[config.mk]
export PLATFORM = sky130hd
export DESIGN_NAME = fpi_host
export DESIGN_NICKNAME = d
export VERILOG_FILES = /design/src/fpi_pkg.sv /design/src/fpi_host.sv /design/src/fpi_fifo.sv
export SDC_FILE = /design/constraint.sdc
export NUM_CORES = 1
export LEC_CHECK = 0
export BUFFER_PORTS_ARGS = -buffer_cell sky130_fd_sc_hd__buf_2
export CAP_MARGIN = 10
export CORE_ASPECT_RATIO = 0.7
export CORE_MARGIN = 1
export CORE_UTILIZATION = 40
export DETAILED_ROUTE_END_ITERATION = 10
export PLACE_DENSITY = 0.66
export SLEW_MARGIN = 20
export SYNTH_ARGS = -nofsm -noshare
export SYNTH_HDL_FRONTEND = slang
export SYNTH_SLANG_ARGS = --single-unit
export TNS_END_PERCENT = 20
[constraint.sdc]
create_clock -name i_ref_clk -period 3.5 [get_ports i_ref_clk]
set_input_delay 0.175 -clock i_ref_clk [delete_from_list [all_inputs] [get_ports i_ref_clk]]
set_output_delay 0.175 -clock i_ref_clk [all_outputs]
set_load 0.03 [all_outputs]
[src/fpi_pkg.sv]
/*
 Constants and carrier types for the flash page pin host controller.
 Assumes a single 250 MHz clock and an external pull-up on ready/busy.
*/
// Contract
// - High lanes carry data only; commands and addresses use low lanes.
// - Sequential row read: keep chip select low during busy, else abort.
// - Host waits at least 1 us after power change, write strobe high.
// - Host holds write protect low during power ramps.
// - Ready/busy is shared open-drain; low means some device busy.
// - Command: chip select low, cmd high, addr low, read strobe high.
// - Address takes three cycles small densities, four cycles large.
package fpi_pkg;
	localparam int    CLK_MHZ         = 250;
	localparam int    PAGES_PER_BLOCK = 32;
	localparam int    HALF_PAGE_BYTES = 256;
	localparam int    SPARE_BYTES     = 16;
	localparam int    MAIN_WORDS      = 256;
	localparam int    SPARE_WORDS     = 8;
	localparam int    RECOVERY_NS     = 1000;
	localparam int    RECOVERY_CYC    = (RECOVERY_NS * CLK_MHZ + 999) / 1000;
	localparam int    STROBE_CYC      = 8;
	localparam int    ADDR_CYC_SMALL  = 3;
	localparam int    ADDR_CYC_LARGE  = 4;
	localparam int    FIFO_DEPTH      = 16;
	localparam int    DATA_W          = 16;
	localparam logic [1:0] OP_CMD     = 2'h0;
	localparam logic [1:0] OP_ADDR    = 2'h1;
	localparam logic [1:0] OP_WDATA   = 2'h2;
	localparam logic [1:0] OP_RDATA   = 2'h3;

	typedef struct packed {
		logic [1:0]  op;
		logic        hold_cs;
		logic [15:0] data;
	} fpi_req_s;

	typedef struct packed {
		logic        cs_n;
		logic        cmd_latch_sel;
		logic        addr_latch_sel;
		logic        we_n;
		logic        re_n;
		logic        wp_n;
	} fpi_ctl_s;
endpackage

[src/fpi_host.sv]
/*
 Host controller driving a page flash through its strobe pins.
 Assumes ready/busy is pulled up externally and that the device
 follows its own pin protocol. One request per bus cycle.
*/
`timescale 1ns/1ps
module fpi_host #(
	parameter int DATA_W     = fpi_pkg::DATA_W,
	parameter int FIFO_DEPTH = fpi_pkg::FIFO_DEPTH
) (
	input  wire logic              i_ref_clk,
	input  wire logic              i_rst,
	input  wire logic              i_wide,
	input  wire logic              i_wp_release,
	input  wire logic              i_req_valid,
	output logic                   o_req_ready,
	input  wire fpi_pkg::fpi_req_s i_req,
	output logic                   o_rd_valid,
	input  wire logic              i_rd_ready,
	output logic      [DATA_W-1:0] o_rd_data,
	output logic                   o_busy,
	output fpi_pkg::fpi_ctl_s      o_ctl,
	output logic      [15:0]       o_io,
	output logic      [15:0]       o_io_oe_n,
	input  wire logic [15:0]       i_io,
	input  wire logic              i_ready_busy
);
	typedef enum logic [2:0] {
		FPI_ST_RECOVER = 3'b000,
		FPI_ST_IDLE    = 3'b001,
		FPI_ST_SETUP   = 3'b010,
		FPI_ST_STROBE  = 3'b011,
		FPI_ST_HOLD    = 3'b100
	} fpi_state_e;

	fpi_state_e        state;
	fpi_pkg::fpi_req_s cur;
	logic [9:0]        cnt;
	logic [2:0]        rb_sync;
	logic              rb_ready;
	logic              fifo_in_ready;
	logic              fifo_push;
	logic              fifo_valid;
	logic [DATA_W-1:0] fifo_data;

	function automatic logic is_read(input logic [1:0] op);
		return op == fpi_pkg::OP_RDATA;
	endfunction

	// Three-stage sync; a change counts only when stages two and three agree
	always_ff @(posedge i_ref_clk) begin
		if (i_rst) begin
			rb_sync  <= 3'h7;
			rb_ready <= 1'b1;
		end else begin
			rb_sync <= {rb_sync[1:0], i_ready_busy};
			if (rb_sync[1] == rb_sync[2]) begin
				rb_ready <= rb_sync[2];
			end
		end
	end

	// Read captures need FIFO room, so a stalled consumer stalls the bus
	// Waits for the registered busy flag too, so ready never leads it
	assign o_req_ready = (state == FPI_ST_IDLE) && rb_ready && !o_busy &&
		(!is_read(i_req.op) || fifo_in_ready);

	always_ff @(posedge i_ref_clk) begin
		if (i_rst) begin
			state <= FPI_ST_RECOVER;
			cnt   <= '0;
			cur   <= '0;
		end else begin
			unique case (state)
			FPI_ST_RECOVER: begin
				// Write strobe stays high and no command goes out meanwhile
				cnt <= cnt + 1'b1;
				if (cnt == 10'(fpi_pkg::RECOVERY_CYC - 1)) begin
					state <= FPI_ST_IDLE;
					cnt   <= '0;
				end
			end
			FPI_ST_IDLE: begin
				if (i_req_valid && o_req_ready) begin
					cur   <= i_req;
					state <= FPI_ST_SETUP;
				end
			end
			FPI_ST_SETUP: begin
				state <= FPI_ST_STROBE;
			end
			FPI_ST_STROBE: begin
				cnt <= cnt + 1'b1;
				if (cnt == 10'(fpi_pkg::STROBE_CYC - 1)) begin
					cnt   <= '0;
					state <= FPI_ST_HOLD;
				end
			end
			FPI_ST_HOLD: begin
				cnt <= cnt + 1'b1;
				if (cnt == 10'(fpi_pkg::STROBE_CYC - 1)) begin
					cnt   <= '0;
					state <= FPI_ST_IDLE;
				end
			end
			default: state <= FPI_ST_IDLE;
			endcase
		end
	end

	// Pin drive: registered so every output comes straight from a flop
	always_ff @(posedge i_ref_clk) begin
		if (i_rst) begin
			o_ctl     <= '{cs_n: 1'b1, cmd_latch_sel: 1'b0,
				addr_latch_sel: 1'b0, we_n: 1'b1, re_n: 1'b1, wp_n: 1'b0};
			o_io      <= 16'h0000;
			o_io_oe_n <= 16'hffff;
		end else begin
			// Protection held through recovery, then follows software
			o_ctl.wp_n <= (state != FPI_ST_RECOVER) && i_wp_release;
			o_ctl.we_n <= !(state == FPI_ST_STROBE && !is_read(cur.op));
			o_ctl.re_n <= !(state == FPI_ST_STROBE && is_read(cur.op));
			if (state == FPI_ST_SETUP) begin
				o_ctl.cs_n           <= 1'b0;
				o_ctl.cmd_latch_sel  <= (cur.op == fpi_pkg::OP_CMD);
				o_ctl.addr_latch_sel <= (cur.op == fpi_pkg::OP_ADDR);
				o_io <= (cur.op == fpi_pkg::OP_WDATA && i_wide) ?
					cur.data : {8'h00, cur.data[7:0]};
				o_io_oe_n[7:0]  <= {8{is_read(cur.op)}};
				o_io_oe_n[15:8] <= {8{is_read(cur.op) || !i_wide ||
					cur.op != fpi_pkg::OP_WDATA}};
			end else if (state == FPI_ST_IDLE && !rb_ready) begin
				// Deselect only when asked; held low to keep row reads alive
				o_ctl.cs_n <= !cur.hold_cs;
			end else if (state == FPI_ST_IDLE && !cur.hold_cs) begin
				o_ctl.cs_n           <= 1'b1;
				o_ctl.cmd_latch_sel  <= 1'b0;
				o_ctl.addr_latch_sel <= 1'b0;
				o_io_oe_n            <= 16'hffff;
			end else if (state == FPI_ST_HOLD && cnt == 10'h001) begin
				// One cycle after the strobe rises so the latch sees stable selects
				o_ctl.cmd_latch_sel  <= 1'b0;
				o_ctl.addr_latch_sel <= 1'b0;
			end
		end
	end

	// Sample data just before read strobe rises; device drives until then
	assign fifo_push = (state == FPI_ST_STROBE) && is_read(cur.op) &&
		(cnt == 10'(fpi_pkg::STROBE_CYC - 1));

	fpi_fifo #(
		.WIDTH (DATA_W),
		.DEPTH (FIFO_DEPTH)
	) u_fifo (
		.i_ref_clk   (i_ref_clk),
		.i_rst       (i_rst),
		.i_in_valid  (fifo_push),
		.o_in_ready  (fifo_in_ready),
		.i_in_data   (i_wide ? i_io[DATA_W-1:0] :
			DATA_W'(i_io[7:0])),
		.o_out_valid (fifo_valid),
		.i_out_ready (i_rd_ready && o_rd_valid),
		.o_out_data  (fifo_data)
	);

	// Output register stage in front of the FIFO head
	always_ff @(posedge i_ref_clk) begin
		if (i_rst) begin
			o_rd_valid <= 1'b0;
			o_rd_data  <= '0;
			o_busy     <= 1'b1;
		end else begin
			o_busy <= !rb_ready || state == FPI_ST_RECOVER;
			if (!o_rd_valid || i_rd_ready) begin
				o_rd_valid <= fifo_valid && !(o_rd_valid && i_rd_ready);
				o_rd_data  <= fifo_data;
			end
		end
	end
endmodule

[src/fpi_fifo.sv]
/*
 Parameterised valid/ready FIFO for read data returning from the flash.
 Assumes one clock and a synchronous active-high reset.
*/
`timescale 1ns/1ps
module fpi_fifo #(
	parameter int WIDTH = 16,
	parameter int DEPTH = 16
) (
	input  wire logic             i_ref_clk,
	input  wire logic             i_rst,
	input  wire logic             i_in_valid,
	output logic                  o_in_ready,
	input  wire logic [WIDTH-1:0] i_in_data,
	output logic                  o_out_valid,
	input  wire logic             i_out_ready,
	output logic      [WIDTH-1:0] o_out_data
);
	localparam int AW = $clog2(DEPTH);
	logic [WIDTH-1:0] mem [DEPTH];
	logic [AW-1:0]    wr_ptr;
	logic [AW-1:0]    rd_ptr;
	logic [AW:0]      count;
	logic             push;
	logic             pop;

	assign o_in_ready  = (count != (AW+1)'(DEPTH));
	assign o_out_valid = (count != '0);
	assign o_out_data  = mem[rd_ptr];
	assign push        = i_in_valid && o_in_ready;
	assign pop         = o_out_valid && i_out_ready;

	always_ff @(posedge i_ref_clk) begin
		if (push) begin
			mem[wr_ptr] <= i_in_data;
		end
	end

	always_ff @(posedge i_ref_clk) begin
		if (i_rst) begin
			wr_ptr <= '0;
			rd_ptr <= '0;
			count  <= '0;
		end else begin
			if (push) begin
				wr_ptr <= (wr_ptr == AW'(DEPTH - 1)) ? '0 : wr_ptr + 1'b1;
			end
			if (pop) begin
				rd_ptr <= (rd_ptr == AW'(DEPTH - 1)) ? '0 : rd_ptr + 1'b1;
			end
			count <= count + (AW+1)'(push) - (AW+1)'(pop);
		end
	end
endmodule

Word level (Yosys, flattened, before mapping) --
Memory sizes are Yosys's and may differ from the RTL's. A register that Yosys moved wholly into a read port is not among the register bits. Cells that the tools add are included.
Cells by class: equal/unequal tests 21, reductions and logical operators 44, add/subtract/negate cells 5, muxes and demuxes 23
Operators with widths (number):
- $mux 16 | 5
- $mux 10 | 2
- $pmux 10 s2 | 1
- $logic_and 1x1->1 | 16
- $mux 3 | 5
- $pmux 3 s5 | 1
- $add 10x1->10 const B | 1
- $eq 10x1->1 const B | 1
- $eq 10x3->1 const B | 1
- $eq 10x8->1 const B | 1
- $logic_not 1->1 | 10
- $ne 2x2->1 const B | 5
- $reduce_bool 3->1 | 3
- $add 4x1->4 const B | 2
- $eq 4x4->1 const B | 2
- $mux 4 | 2
- $eq 2x2->1 const B | 3
- $eq 3x2->1 const B | 2
- $mux 2 | 3
- $reduce_and 2->1 | 3
- $add 5x1->5 | 1
- $logic_or 1x1->1 | 5
- $ne 5x5->1 const B | 1
- $reduce_bool 5->1 | 1
- other kinds (12) | 16
Word-level totals: memories 1, input bits 42, register bits after elaboration 89, output and inout port bits 57, RAM bits 256, logic and storage cells 114
Memories:
- u_fifo.mem | depth 16, bits a word 16, read ports 1, clocked after Yosys merged registers in 1, write ports 1, line fpi_fifo.sv:20 | logic [WIDTH-1:0] mem [DEPTH];

Longest topological paths before layout --
Gate-level depths: netlist (run 1).
word-level depth 7, gate-level depth with buffers 13, gate-level depth less buffers 12

Hierarchy --
A second synthesis (run 1) with hierarchy kept.
Second synthesis, totals: cell total of the unflattened synthesis 853, area total of the unflattened synthesis 13735.7 µm²
Modules (own cells, without submodules):
- fpi_fifo | cells an instance 500, sequential area each 8027.7 µm², times used 1, area each 10555.1 µm²
- fpi_host | cells an instance 353, sequential area each 1561.5 µm², times used 1, area each 3180.6 µm²

Worst setup path before layout (run 1) --
No wires, ideal clock.
path kind reg-to-reg, from reg u_fifo.count[3], to reg u_fifo.count[4], setup slack 0.588 ns, cell stages (with the launch flop) 14, required time 3.430 ns, arrival 2.842 ns, setup time 0.070 ns, period minus slack after synthesis 2.912 ns, path buffers 1, cells stage by stage dfxtp_1 -> inv_1 -> ha_1 -> or4b_1 -> and3_1 -> buf_2 -> ha_1 -> inv_1 -> ha_1 -> fa_1 -> a21oi_1 -> nor2_1 -> or3_1 -> a21oi_1
On the way: elaborated cells between the ends (all ways) 6, those cells by class add/sub: 2; eq/ne: 1; reduce/logical: 3
RTL lines:
- from (decl) | line fpi_fifo.sv:23 | logic [AW:0] count;
- from (signal assigned) | line fpi_fifo.sv:51 | count <= count + (AW+1)'(push) - (AW+1)'(pop);
- $reduce_bool 5->1 | line fpi_fifo.sv:28 | assign o_out_valid = (count != '0);
- $logic_and 1x1->1 | line fpi_fifo.sv:31 | assign pop = o_out_valid && i_out_ready;
- net u_fifo.pop | line fpi_fifo.sv:25 | logic pop;
- $sub 5x1->5 | line fpi_fifo.sv:51
The timed path passes the listed nets, and every way through them passes these cells. A chain may end at the register's enable or synchronous reset.

Worst setup path in the final report (run 1) --
from reg u_fifo.count[3], to reg u_fifo.count[4]
On the way: longest elaborated chain between the ends 4, elaborated cells between the ends (all ways) 6, those cells by class add/sub: 2; eq/ne: 1; reduce/logical: 3
Ends and longest elaborated chain:
- $ne 5x5->1 | line fpi_fifo.sv:27 | assign o_in_ready = (count != (AW+1)'(DEPTH));
- $logic_and 1x1->1 | line fpi_fifo.sv:30 | assign push = i_in_valid && o_in_ready;
- $add 5x1->5 | line fpi_fifo.sv:51
- $sub 5x1->5 * | line fpi_fifo.sv:51
Mark *: on every way between the ends. The rest lies on a longest branch, timed or not.

==> impl_summary.log, run 1 <==
INFO  metric outcome = complete, no violations
INFO  metric start_util = 41.0%
INFO  metric power_density = 561 nW/um2
INFO  metric clkSlewWorstSetupHoldPaths = 0.06 ns
INFO  metric grt_max_degree = 46
INFO  metric synth_sequential_area_ratio = 68.7%
INFO  metric pwr-share-clk = 40.7%
INFO  metric track_usage = 18.0%
INFO  metric postSynthCellCount = 860
INFO  metric die-area = 35400 um2
INFO  metric multi_input_comb_area = 3970 um2
INFO  metric drv.max_cap_violation_count = 0
INFO  metric fin_cells = 1480
INFO  metric syn_area_per_cell = 16.1 um2
INFO  metric half_perimeter_wire_length_after_placement = 19300 um
INFO  metric area_growth = 17.4%
INFO  metric power.internal = 7.00 mW
INFO  metric synth.largest_area_cell = sky130_fd_sc_hd__edfxtp_1
INFO  metric clock_sinks = 347
INFO  metric hold_ws = 0.0319 ns
INFO  metric floorplan.die.width = 224 um
INFO  metric post_cts_setup_bufs = 0
INFO  metric clockBufferDepth = 3
INFO  metric switching_share_of_power = 23.1%
INFO  metric number_of_flops_mapped_to_enable_cells_by_yosys = 256
INFO  metric die_height = 158 um
INFO  metric final_wl = 30900 um
INFO  metric power.static_leakage = 5.72 nW
INFO  metric critical_path.startpoint_type = register
INFO  metric clock_buffer_count_from_cts = 35
INFO  metric route.detailed.vias_per_inst = 5.24
INFO  metric h_tree_depth = 2
INFO  metric worst_clock_skew = 0.0315 ns
INFO  metric drive_above_1_share = 25.0%
INFO  metric timing.final.setup_violations = 0
INFO  metric post-route-period-util = 86.9%
INFO  metric initialDrtViolationCount = 635
INFO  metric timing.critical_path.required = 3.94 ns
INFO  metric vias_in_the_first_global_route = 7793
INFO  metric proportion_of_netlist_area_held_by_the_largest_area_contributor = 55.5%
INFO  metric crit_path_frequent_cell = sky130_fd_sc_hd__ha_1
INFO  metric syn-num-nets = 916
INFO  metric grt_antenna_before_repair = 0
INFO  metric p_switching = 2.10 mW
INFO  metric route.vias.total = 7750
INFO  metric worst_setup_path_end_kind = register
INFO  metric cpPeakStageDelay = 0.48 ns
INFO  metric postSynth.topFlopCell = sky130_fd_sc_hd__edfxtp_1
INFO  metric yosys_register_bits = 347
INFO  metric async_set_reset_flop_share_out_of_synthesis = 0%
INFO  metric cp_cell_sequence = inv_1 -> ha_1 -> or4b_1 -> and3_1 -> ha_1 -> inv_1 -> ha_1 -> fa_1 -> a21oi_1 -> nor2_1 -> or3_1 -> a21oi_1
INFO  metric share_comb_of_total_power = 9.0%
INFO  metric cp.buffers_inverters = 2
INFO  metric drc = 0
INFO  metric total_number_of_placement_rows = 56
INFO  metric top_cells_by_area_in_the_synthesized_netlist = sky130_fd_sc_hd__edfxtp_1 56%, sky130_fd_sc_hd__dfxtp_1 13%, sky130_fd_sc_hd__mux4_1 4.4%
INFO  metric hold_path.class = input pin to register
INFO  metric final_common_cell = sky130_fd_sc_hd__edfxtp_1
INFO  metric critical_path_peak_fanout = 5
INFO  metric worstSkewPairLatency = 0.54 ns
INFO  metric fmax = 0.329 GHz
INFO  metric rsz0062_at_grt = no
INFO  metric grt_first_pass_wirelength = 47000 um
INFO  metric slew-limit-headroom = 46.4%
INFO  metric cts_tree = yes
INFO  metric buffer_ports.inserted = 98
INFO  metric drtPass1Iterations = 4
INFO  metric ioPinCount = 99
INFO  metric number_of_distinct_library_cells_after_synthesis = 64
INFO  metric timing.final.max_slew_violations = 0
INFO  metric tns = 0 ns
INFO  metric crit_family = simple AND/OR/NAND/NOR gates
INFO  metric layout.filler_cells = 2867
INFO  metric leftover_overflow_at_the_end_of_global_routing = 0
INFO  metric placed_instance_count = 1394
INFO  metric worstPathArrival = 3.49 ns
INFO  metric final_period_minus_worst_setup_slack = 3.04 ns
INFO  metric core-area = 33800 um2
INFO  metric hold_violations = 0
INFO  metric worst-slew-pin-transition = 0.803 ns
INFO  metric seq_pwr_share = 50.2%
INFO  metric layout.area.seq = 9520 um2
INFO  metric antenna_violating_nets_post_route = 0
INFO  metric synth.cell_area = 13800 um2
INFO  metric n_antenna_cell = 0
INFO  metric critical_setup_path_kind = register to register
INFO  metric place.gp.congestion = 0.798
INFO  metric design.final.nets = 1046
INFO  metric yosys_warnings = 0
INFO  metric clock-root-buffer = sky130_fd_sc_hd__clkbuf_16
INFO  metric post_drt_wl_per_cell = 20.9 um
INFO  metric critical-path-slowest-cell = sky130_fd_sc_hd__or4b_1
INFO  metric ir_drop = 0.276 mV
INFO  metric commonest_non_fill_non_tap_cells_in_the_layout = 256 x sky130_fd_sc_hd__edfxtp_1, 98 x sky130_fd_sc_hd__buf_2, 88 x sky130_fd_sc_hd__dfxtp_1, 54 x sky130_fd_sc_hd__mux2i_1, 52 x sky130_fd_sc_hd__nor2_1
INFO  metric quantity_of_gates_resized_following_cts = 0
## cells in the mapped netlist (18+ instances only)
cell type / number
sky130_fd_sc_hd__mux4_2: 25
sky130_fd_sc_hd__mux4_1: 23
sky130_fd_sc_hd__mux2i_1: 54
sky130_fd_sc_hd__edfxtp_1: 256
sky130_fd_sc_hd__dfxtp_1: 91
sky130_fd_sc_hd__buf_4: 18
sky130_fd_sc_hd__a21oi_1: 19
sky130_fd_sc_hd__nand2_1: 44
sky130_fd_sc_hd__a22oi_1: 38
sky130_fd_sc_hd__clkbuf_1: 18
sky130_fd_sc_hd__nor2_1: 56
## final cells by class
class / count / share of cell area (%)
multi-input cells: 440 / 24.4
repair buffers: 156 / 6.21
well taps: 464 / 3.57
flip-flops and latches: 347 / 58.6
clock inverters: 9 / 0.539
inverters: 10 / 0.231
clock buffers: 54 / 6.46
## sequential cells by signal (all words and copies together) (netlist names)
register	count
u_fifo.mem	256
cur	19
o_io	16
o_rd_data	16
cnt	10
o_ctl	6
u_fifo.count	5
u_fifo.rd_ptr	4
u_fifo.wr_ptr	4
rb_sync	3
state	3
o_io_oe_n	2
o_busy	1
o_rd_valid	1
rb_ready	1
## routing by layer
metal	track usage (%)	part of all wire, %
met4	6.28	2.2
met3	2.82	4.4
met5	0	0
met2	27.8	45
met1	25.9	48
## per-stage QoR
step	total power, mW	utilization (%)	area [um2]	setup WS, ns
2_1_floorplan	5.22	-	13800	0.588
3_3_place_gp	5.45	44.1	14900	0.502
3_5_place_dp	5.46	44.1	14900	0.473
4_1_cts	9.19	48.1	16200	0.461
5_1_grt	9.42	48.1	16200	0.257
6_report	9.11	48.1	16200	0.458
## logic make-up after synthesis
kind of cell               count (synthesis)  synth area share (%)
DFF                                      347                  68.7
and+or+nand+nor                          187                  7.12
muxes                                    119                  13.7
AOI/OAI and AO/OA                        109                  5.50
buffers and inverters                     73                  2.96
adders and majority gates                 14                  1.32
xor gates and xnor gates                  11                 0.696
## worst paths after layout
kind / from / end / slack (ns) / cells past startpoint
worst min-delay path: i_io[3] / u_fifo.mem[13][3]$_DFFE_PP_ / 0.03 / 1
worst max-delay path: u_fifo.count[3]$_SDFF_PP0_ / u_fifo.count[4]$_SDFF_PP0_ / 0.46 / 12
worst max register to register: u_fifo.count[3]$_SDFF_PP0_ / u_fifo.count[4]$_SDFF_PP0_ / 0.46 / 12
worst min register to register: rb_sync[0]$_SDFF_PP1_ / rb_sync[1]$_SDFF_PP1_ / 0.41 / 1
## power groups by stage
stage / combinational (mW) / sequential [mW] / clock [mW]
2_1_floorplan: 0.534 / 4.68 / 0
3_3_place_gp: 0.787 / 4.66 / 0
3_5_place_dp: 0.801 / 4.66 / 0
4_1_cts: 0.825 / 4.58 / 3.79
5_1_grt: 0.901 / 4.58 / 3.94
6_report: 0.822 / 4.58 / 3.71
## timing repair
item                                    in CTS  in global routing
endpoints found under the setup margin       0                  0
hold buffers                                23                  0
hold endpoints to repair                    32                  0
No activity file was read; power rests on OpenSTA's default activity.
==> inputs of run 2 (changes only) <==
ABC_AREA = 1   (was default)
==> run 2 against run 1 <==
Net effect: total power up 12%; combinational power grew to 2.6 times the previous value; design area is 1.1% higher; non-clock buffer count decreased by 13; synthesized cell count rose by 64%; fmax increased by 8.0%; sequential power grew 2%; final cell count is 35% higher; highest routed layer unchanged; worst setup slack better by 0.23 ns; critical endpoint is now u_fifo.mem[14][8]$_DFFE_PP_; critical path type unchanged.
==> impl_summary.log, run 2 <==
INFO  metric drv.max_cap_violation_count = 0 (unchanged)
INFO  metric buffer_ports.inserted = 98 (unchanged)
INFO  metric proportion_of_netlist_area_held_by_the_largest_area_contributor = 53.9% (-1.6 points)
INFO  metric place_ws = 0.720 ns (+0.247 ns)
INFO  metric yosys_register_bits = 347 (unchanged)
INFO  metric largest_register = u_fifo.mem
INFO  metric yosys.cell_count.top_type = sky130_fd_sc_hd__nand2_1
INFO  metric final_period_minus_worst_setup_slack = 2.82 ns (-0.226 ns)
INFO  metric tns = 0 ns (unchanged)
INFO  metric timing.final.max_slew_violations = 0 (unchanged)
INFO  metric outcome = complete, no violations
INFO  metric core-area = 34900 um2 (+3.3%)
INFO  metric top_signal_layer_used = met4
INFO  metric syn-num-nets = 1466 (+60%)
INFO  metric cts_hold_buf = 25 (+8.7%)
INFO  metric quantity_of_gates_resized_following_cts = 0 (unchanged)
INFO  metric clock-root-buffer = sky130_fd_sc_hd__clkbuf_16
INFO  metric critical_setup_path_kind = register to register
INFO  metric worstPathArrival = 2.95 ns (-0.54 ns)
INFO  metric synth_sequential_area_ratio = 66.7% (-2.0 points)
INFO  metric hold_path.class = input pin to register
INFO  metric die-area = 36400 um2 (+3.0%)
INFO  metric track_usage = 20.1% (+2.1 points)
INFO  metric power_density = 623 nW/um2 (+11%)
INFO  metric timing.critical_path.required = 3.63 ns (-0.31 ns)
INFO  metric h_tree_depth = 2 (unchanged)
INFO  metric design.final.nets = 1557 (+49%)
INFO  metric wl_met1 = 17000 um (+14%)
INFO  metric post_drt_wl_per_cell = 18.2 um (-13%)
INFO  metric clkSlewWorstSetupHoldPaths = 0.06 ns (about the same)
INFO  metric start_util = 40.9% (-0.11 points)
INFO  metric synth.top_cells.by_count = 422 x sky130_fd_sc_hd__nand2_1, 256 x sky130_fd_sc_hd__edfxtp_1, 248 x sky130_fd_sc_hd__nand3_1
INFO  metric ioPinCount = 99 (unchanged)
INFO  metric ir_drop = 0.284 mV (+2.9%)
INFO  metric clock_sinks = 347 (unchanged)
INFO  metric drtPass1Iterations = 5 (+1)
INFO  metric synth.largest_area_cell = sky130_fd_sc_hd__edfxtp_1
INFO  metric worst_clock_skew = 0.0314 ns (-0.000136 ns)
INFO  metric place.gp.congestion = 0.841 (+5.3%)
INFO  metric half_perimeter_wire_length_after_placement = 22700 um (+17%)
INFO  metric postSynth.topFlopCell = sky130_fd_sc_hd__edfxtp_1
INFO  metric dr_wl_met2 = 15100 um (+7.9%)
INFO  metric initialDrtViolationCount = 1100 (+73%)
INFO  metric vias_in_the_first_global_route = 9540 (+22%)
INFO  metric critical_path_peak_fanout = 16 (+11)
INFO  metric top_regs = u_fifo.mem: 256 flops, cur: 19 flops
INFO  metric antenna_violating_nets_post_route = 0 (unchanged)
INFO  metric hold_ws = 0.0367 ns (+0.00480 ns)
INFO  metric number_of_distinct_library_cells_after_synthesis = 26 (-59%)
INFO  metric async_set_reset_flop_share_out_of_synthesis = 0% (unchanged)
INFO  metric rsz0062_at_grt = no
INFO  metric fmax = 0.355 GHz (+8.0%)
INFO  metric grt_antenna_before_repair = 3 (+3)
INFO  metric final_common_cell = sky130_fd_sc_hd__nand2_1
INFO  metric area_growth = 15.2%
INFO  metric post-route-period-util = 80.5% (-6.4 points)
INFO  metric grt_max_degree = 132 (+190%)
INFO  metric worst_slack = 0.683 ns (+0.226 ns)
INFO  metric die_height = 160 um (+1.5%)
INFO  metric slew-limit-headroom = 28.1% (-18 points)
INFO  metric critical_path.startpoint_type = register
INFO  metric number_of_flops_mapped_to_enable_cells_by_yosys = 256 (unchanged)
INFO  metric worst_setup_path_end_kind = register
INFO  metric final_wl = 36400 um (+18%)
INFO  metric postSynthCellCount = 1410 (+64%)
INFO  metric commonest_non_fill_non_tap_cells_in_the_layout = 422 x sky130_fd_sc_hd__nand2_1, 256 x sky130_fd_sc_hd__edfxtp_1, 248 x sky130_fd_sc_hd__nand3_1, 101 x sky130_fd_sc_hd__inv_1, 98 x sky130_fd_sc_hd__buf_2
INFO  metric drc = 0 (unchanged)
INFO  metric n_antenna_cell = 0 (unchanged)
INFO  metric top_cells_by_area_in_the_synthesized_netlist = sky130_fd_sc_hd__edfxtp_1 54%, sky130_fd_sc_hd__dfxtp_1 13%, sky130_fd_sc_hd__nand2_1 11%
INFO  metric cts_tree = yes
INFO  metric met3RoutedLength = 3850 um (+180%)
INFO  metric yosys_warnings = 0 (unchanged)
INFO  metric worst-slew-pin-transition = 1.08 ns (+0.272 ns)
INFO  metric timing.final.setup_violations = 0 (unchanged)
INFO  metric hold_violations = 0 (unchanged)
INFO  metric power.static_leakage = 6.46 nW (+13%)
INFO  metric clockBufferDepth = 3 (unchanged)
INFO  metric clock_buffer_count_from_cts = 34 (-2.9%)
INFO  metric total_number_of_placement_rows = 57 (+1.8%)
INFO  metric synth.cell_area = 14300 um2 (+3.0%)
INFO  metric largest_register_ffs = 256 (unchanged)
INFO  metric syn_area_per_cell = 10.1 um2 (-37%)
INFO  metric grt_first_pass_wirelength = 55000 um (+17%)
INFO  metric floorplan.die.width = 228 um (+1.5%)
INFO  metric route.detailed.vias_per_inst = 5.19 (-0.96%)
INFO  metric r2r_setup_slack = 0.68 ns (+0.23 ns)
INFO  metric drive_above_1_share = 12.5% (-13 points)
INFO  metric worstSkewPairLatency = 0.53 ns (about the same)
INFO  metric post_cts_setup_bufs = 0 (unchanged)
INFO  metric route.vias.total = 10400 (+34%)
INFO  metric leftover_overflow_at_the_end_of_global_routing = 0 (unchanged)
## run 2: path summary, 6_finish.rpt
kind                          from                          end  cells after the start
max            cnt[0]$_SDFFE_PP0P_  u_fifo.mem[14][8]$_DFFE_PP_                      7
min                    i_req_valid         cur[13]$_SDFFE_PP0P_                      3
max reg2reg    cnt[0]$_SDFFE_PP0P_  u_fifo.mem[14][8]$_DFFE_PP_                      7
min reg2reg  rb_sync[0]$_SDFF_PP1_        rb_sync[1]$_SDFF_PP1_                      1
## run 2: routing by layer
metal	global-route usage [%]	vias up
met3	5.17	38
li1	-	4913
met4	4.85	0
met2	28.4	425
met1	30.4	4981
met5	0	-
## run 2: through the flow
| stage | cell area (um2) | total power, mW | utilization, % | cells |
|---|---|---|---|---|
| floorplan | 14300 | 6.26 | - | 1410 |
| global placement | 15200 | 6.85 | 43.5 | 1912 |
| detailed placement | 15200 | 6.88 | 43.5 | 1912 |
| CTS | 16400 | 10.3 | 47.1 | 1997 |
| global route | 16400 | 10.7 | 47.1 | 1997 |
| finish | 16400 | 10.2 | 47.1 | 1997 |
## run 2: final cells by class
type                            count  area (um2)
Clock buffer                       44         930
Clock inverter                     16        80.1
Fill cell                        3140       18400
Inverter                          106         399
Multi-Input combinational cell    869        3980
Sequential cell                   347        9510
Tap cell                          472         591
Timing Repair Buffer              143         928
## run 2: power by group
part	switching (mW)	leakage, nW	internal [mW]	total, mW
Clock	1.51	0.495	1.88	3.39
Combinational	1.55	2.86	0.610	2.16
Sequential	0.105	3.10	4.57	4.68
Total	3.17	6.46	7.06	10.2
## run 2: cell families after synthesis
kind of cell | share of synthesized area [%]
AND/OR/NAND/NOR | 22.1
XOR/XNOR | 0.492
adder cells (fa/ha/maj) | 1.28
buffers and inverters | 5.65
AO/OA/AOI/OAI | 3.73
flip-flops | 66.7
## run 2: critical path: stages, from the launching register on
cell and delay [ns]:
sky130_fd_sc_hd__dfxtp_1 0.42, sky130_fd_sc_hd__ha_1 0.23, sky130_fd_sc_hd__nand3_1 0.08, sky130_fd_sc_hd__nor2_1 0.14, sky130_fd_sc_hd__nand2_1 0.14, sky130_fd_sc_hd__nor3_4 0.41
sky130_fd_sc_hd__nand2_1 0.28, sky130_fd_sc_hd__nor2_2 0.73
==> inputs of run 3 (changes only) <==
clock period = 2.9 ns   (was 3.5 ns; I/O delays follow)
==> run 3 against run 2 <==
Net effect: utilization rose by 0.89 points; first-iteration DRC count grew 0.27%; worst setup slack worse by 0.28 ns; sequential power grew 21%; global-route usage is essentially flat; hold slack better by 0.017 ns; critical path depth increased by 1; clock power increased by 29%; critical endpoint is now u_fifo.mem[13][0]$_DFFE_PP_; die area unchanged.
==> impl_summary.log, run 3 (same netlist as run 2, synthesis figures left out) <==
INFO  metric buffer_ports.inserted = 98 (unchanged)
INFO  metric die_height = 160 um (unchanged)
INFO  metric initialDrtViolationCount = 1103 (+0.27%)
INFO  metric drive_above_1_share = 13.6% (+1.2 points)
INFO  metric drv.max_cap_violation_count = 0 (unchanged)
INFO  metric timing.final.max_slew_violations = 0 (unchanged)
INFO  metric largest_register = u_fifo.mem
INFO  metric worst_clock_skew = 0.0207 ns (-0.0107 ns)
INFO  metric switching_share_of_power = 30.9% (-0.11 points)
INFO  metric hold_violations = 0 (unchanged)
INFO  metric worst_setup_path_end_kind = register
INFO  metric final_common_cell = sky130_fd_sc_hd__nand2_1
INFO  metric final_period_minus_worst_setup_slack = 2.50 ns (-0.320 ns)
INFO  metric cts_tree = yes
INFO  metric critical_setup_path_kind = register to register
INFO  metric half_perimeter_wire_length_after_placement = 22100 um (-2.6%)
INFO  metric final_wl = 36000 um (-1.2%)
INFO  metric fmax = 0.401 GHz (+13%)
INFO  metric h_tree_depth = 2 (unchanged)
INFO  metric total_number_of_placement_rows = 57 (unchanged)
INFO  metric clkSlewWorstSetupHoldPaths = 0.06 ns (about the same)
INFO  metric pwr-share-clk = 34.5% (+1.4 points)
INFO  metric critical_path.startpoint_type = register
INFO  metric start_util = 40.9% (unchanged)
INFO  metric post_drt_wl_per_cell = 17.8 um (-2.4%)
INFO  metric fin_cells = 2022 (+1.3%)
INFO  metric share_comb_of_total_power = 21.0% (-0.2 points)
INFO  metric commonest_non_fill_non_tap_cells_in_the_layout = 422 x sky130_fd_sc_hd__nand2_1, 256 x sky130_fd_sc_hd__edfxtp_1, 248 x sky130_fd_sc_hd__nand3_1, 102 x sky130_fd_sc_hd__inv_1, 98 x sky130_fd_sc_hd__buf_2
INFO  metric timing.critical_path.required = 3.13 ns (-0.50 ns)
INFO  metric place.gp.congestion = 0.877 (+4.3%)
INFO  metric slew-limit-headroom = 46.6% (+19 points)
INFO  metric clock_buffer_count_from_cts = 36 (+5.9%)
INFO  metric ir_drop = 0.434 mV (+53%)
INFO  metric timing.hold.worst.start = i_io[4]
INFO  metric die-area = 36400 um2 (unchanged)
INFO  metric route.detailed.vias_per_inst = 5.09 (-1.9%)
INFO  metric rsz0062_at_grt = no
INFO  metric floorplan.die.width = 228 um (unchanged)
INFO  metric seq_pwr_share = 44.5% (-1.2 points)
INFO  metric largest_register_ffs = 256 (unchanged)
INFO  metric post_cts_setup_bufs = 0 (unchanged)
INFO  metric quantity_of_gates_resized_following_cts = 0 (unchanged)
INFO  metric core-area = 34900 um2 (unchanged)
INFO  metric regToRegStartpoint = cnt[0]$_SDFFE_PP0P_
INFO  metric area_growth = 17.4%
INFO  metric clockBufferDepth = 3 (unchanged)
INFO  metric power.static_leakage = 6.61 nW (+2.4%)
INFO  metric power_density = 759 nW/um2 (+22%)
INFO  metric outcome = complete, no violations
INFO  metric vias_in_the_first_global_route = 9790 (+2.6%)
INFO  metric power.internal = 8.78 mW (+24%)
INFO  metric tns = 0 ns (unchanged)
INFO  metric multi_input_comb_area = 3980 um2 (unchanged)
INFO  metric timing.final.setup_violations = 0 (unchanged)
INFO  metric route.vias.total = 10300 (-0.68%)
INFO  metric placed_instance_count = 1929 (+0.89%)
INFO  metric post-route-period-util = 86.1% (+5.6 points)
INFO  metric track_usage = 20.0% (-0.043 points)
INFO  metric ioPinCount = 99 (unchanged)
INFO  metric worstSkewPairLatency = 0.53 ns (about the same)
INFO  metric drc = 0 (unchanged)
INFO  metric r2r_setup_slack = 0.40 ns (-0.28 ns)
INFO  metric clock_sinks = 347 (unchanged)
INFO  metric layout.area.seq = 9510 um2 (unchanged)
INFO  metric grt_antenna_before_repair = 0 (-3)
INFO  metric cts_hold_buf = 30 (+20%)
INFO  metric worstPathArrival = 2.73 ns (-0.22 ns)
INFO  metric clock-root-buffer = sky130_fd_sc_hd__clkbuf_16
INFO  metric design.final.nets = 1581 (+1.5%)
INFO  metric setup.worst_path.start = cnt[0]$_SDFFE_PP0P_
INFO  metric n_antenna_cell = 0 (unchanged)
INFO  metric layout.filler_cells = 3091 (-1.6%)
INFO  metric grt_first_pass_wirelength = 55800 um (+1.5%)
INFO  metric totalPowerFinal = 12.7 mW (+24%)
INFO  metric leftover_overflow_at_the_end_of_global_routing = 0 (unchanged)
INFO  metric place_ws = 0.444 ns (-0.277 ns)
INFO  metric grt_max_degree = 132 (unchanged)
INFO  metric hold_path.class = input pin to register
INFO  metric top_regs = u_fifo.mem: 256 flops, cur: 19 flops
INFO  metric drtPass1Iterations = 5 (unchanged)
INFO  metric critical_path_peak_fanout = 11 (-5)
INFO  metric worst_slack = 0.403 ns (-0.280 ns)
INFO  metric worst-slew-pin-transition = 0.799 ns (-0.276 ns)
INFO  metric p_switching = 3.93 mW (+24%)
INFO  metric antenna_violating_nets_post_route = 0 (unchanged)
INFO  metric fin_util = 48.0% (+0.89 points)
==> run 3: cell type report <==
| type | instances | share of cell area [%] |
|---|---|---|
| sequential | 347 | 56.8 |
| multi-input combinational | 869 | 23.8 |
| timing repair buffer | 165 | 6.91 |
| clock buffer | 49 | 5.92 |
| tap | 472 | 3.53 |
| inverter | 106 | 2.38 |
| clock inverter | 14 | 0.606 |
==> run 3: routing by layer <==
layer  wire [um]  part of all wire (%)  global-route usage, %
met1       16800                    47                   29.8
met2       15000                    42                   28.5
met3        3750                    10                   6.16
met4         434                   1.2                   4.12
met5           0                     0                      0
==> run 3: critical path, cell delays in order (launching register included) <==
cell                      delay, ns
sky130_fd_sc_hd__dfxtp_1       0.42
sky130_fd_sc_hd__ha_1          0.22
sky130_fd_sc_hd__nand3_1       0.08
sky130_fd_sc_hd__nor2_1        0.16
sky130_fd_sc_hd__nand2_1       0.16
sky130_fd_sc_hd__nor3_4        0.31
sky130_fd_sc_hd__nand2_1       0.25
sky130_fd_sc_hd__nor2_2        0.38
sky130_fd_sc_hd__buf_12        0.20
==> run 3: final timing paths <==
check,cells after the start,end
max,8,u_fifo.mem[13][0]$_DFFE_PP_
min,1,u_fifo.mem[11][4]$_DFFE_PP_
max reg2reg,8,u_fifo.mem[13][0]$_DFFE_PP_
min reg2reg,1,rb_sync[1]$_SDFF_PP1_
==> run 3: metrics by stage <==
step	hold WS (ns)	area, um2
floorplan	0.244	14300
global placement	0.337	15300
detailed placement	0.337	15300
finish	0.0540	16700
CTS	0.0429	16700
global route	0.0542	16700
==> run 3: power by group through the flow <==
stage	combinational [mW]	clock [mW]	sequential [mW]
finish	2.68	4.38	5.65
detailed placement	2.62	0	5.75
global route	3.00	4.63	5.68
CTS	2.66	4.44	5.65
floorplan	1.59	0	5.96
global placement	2.58	0	5.74
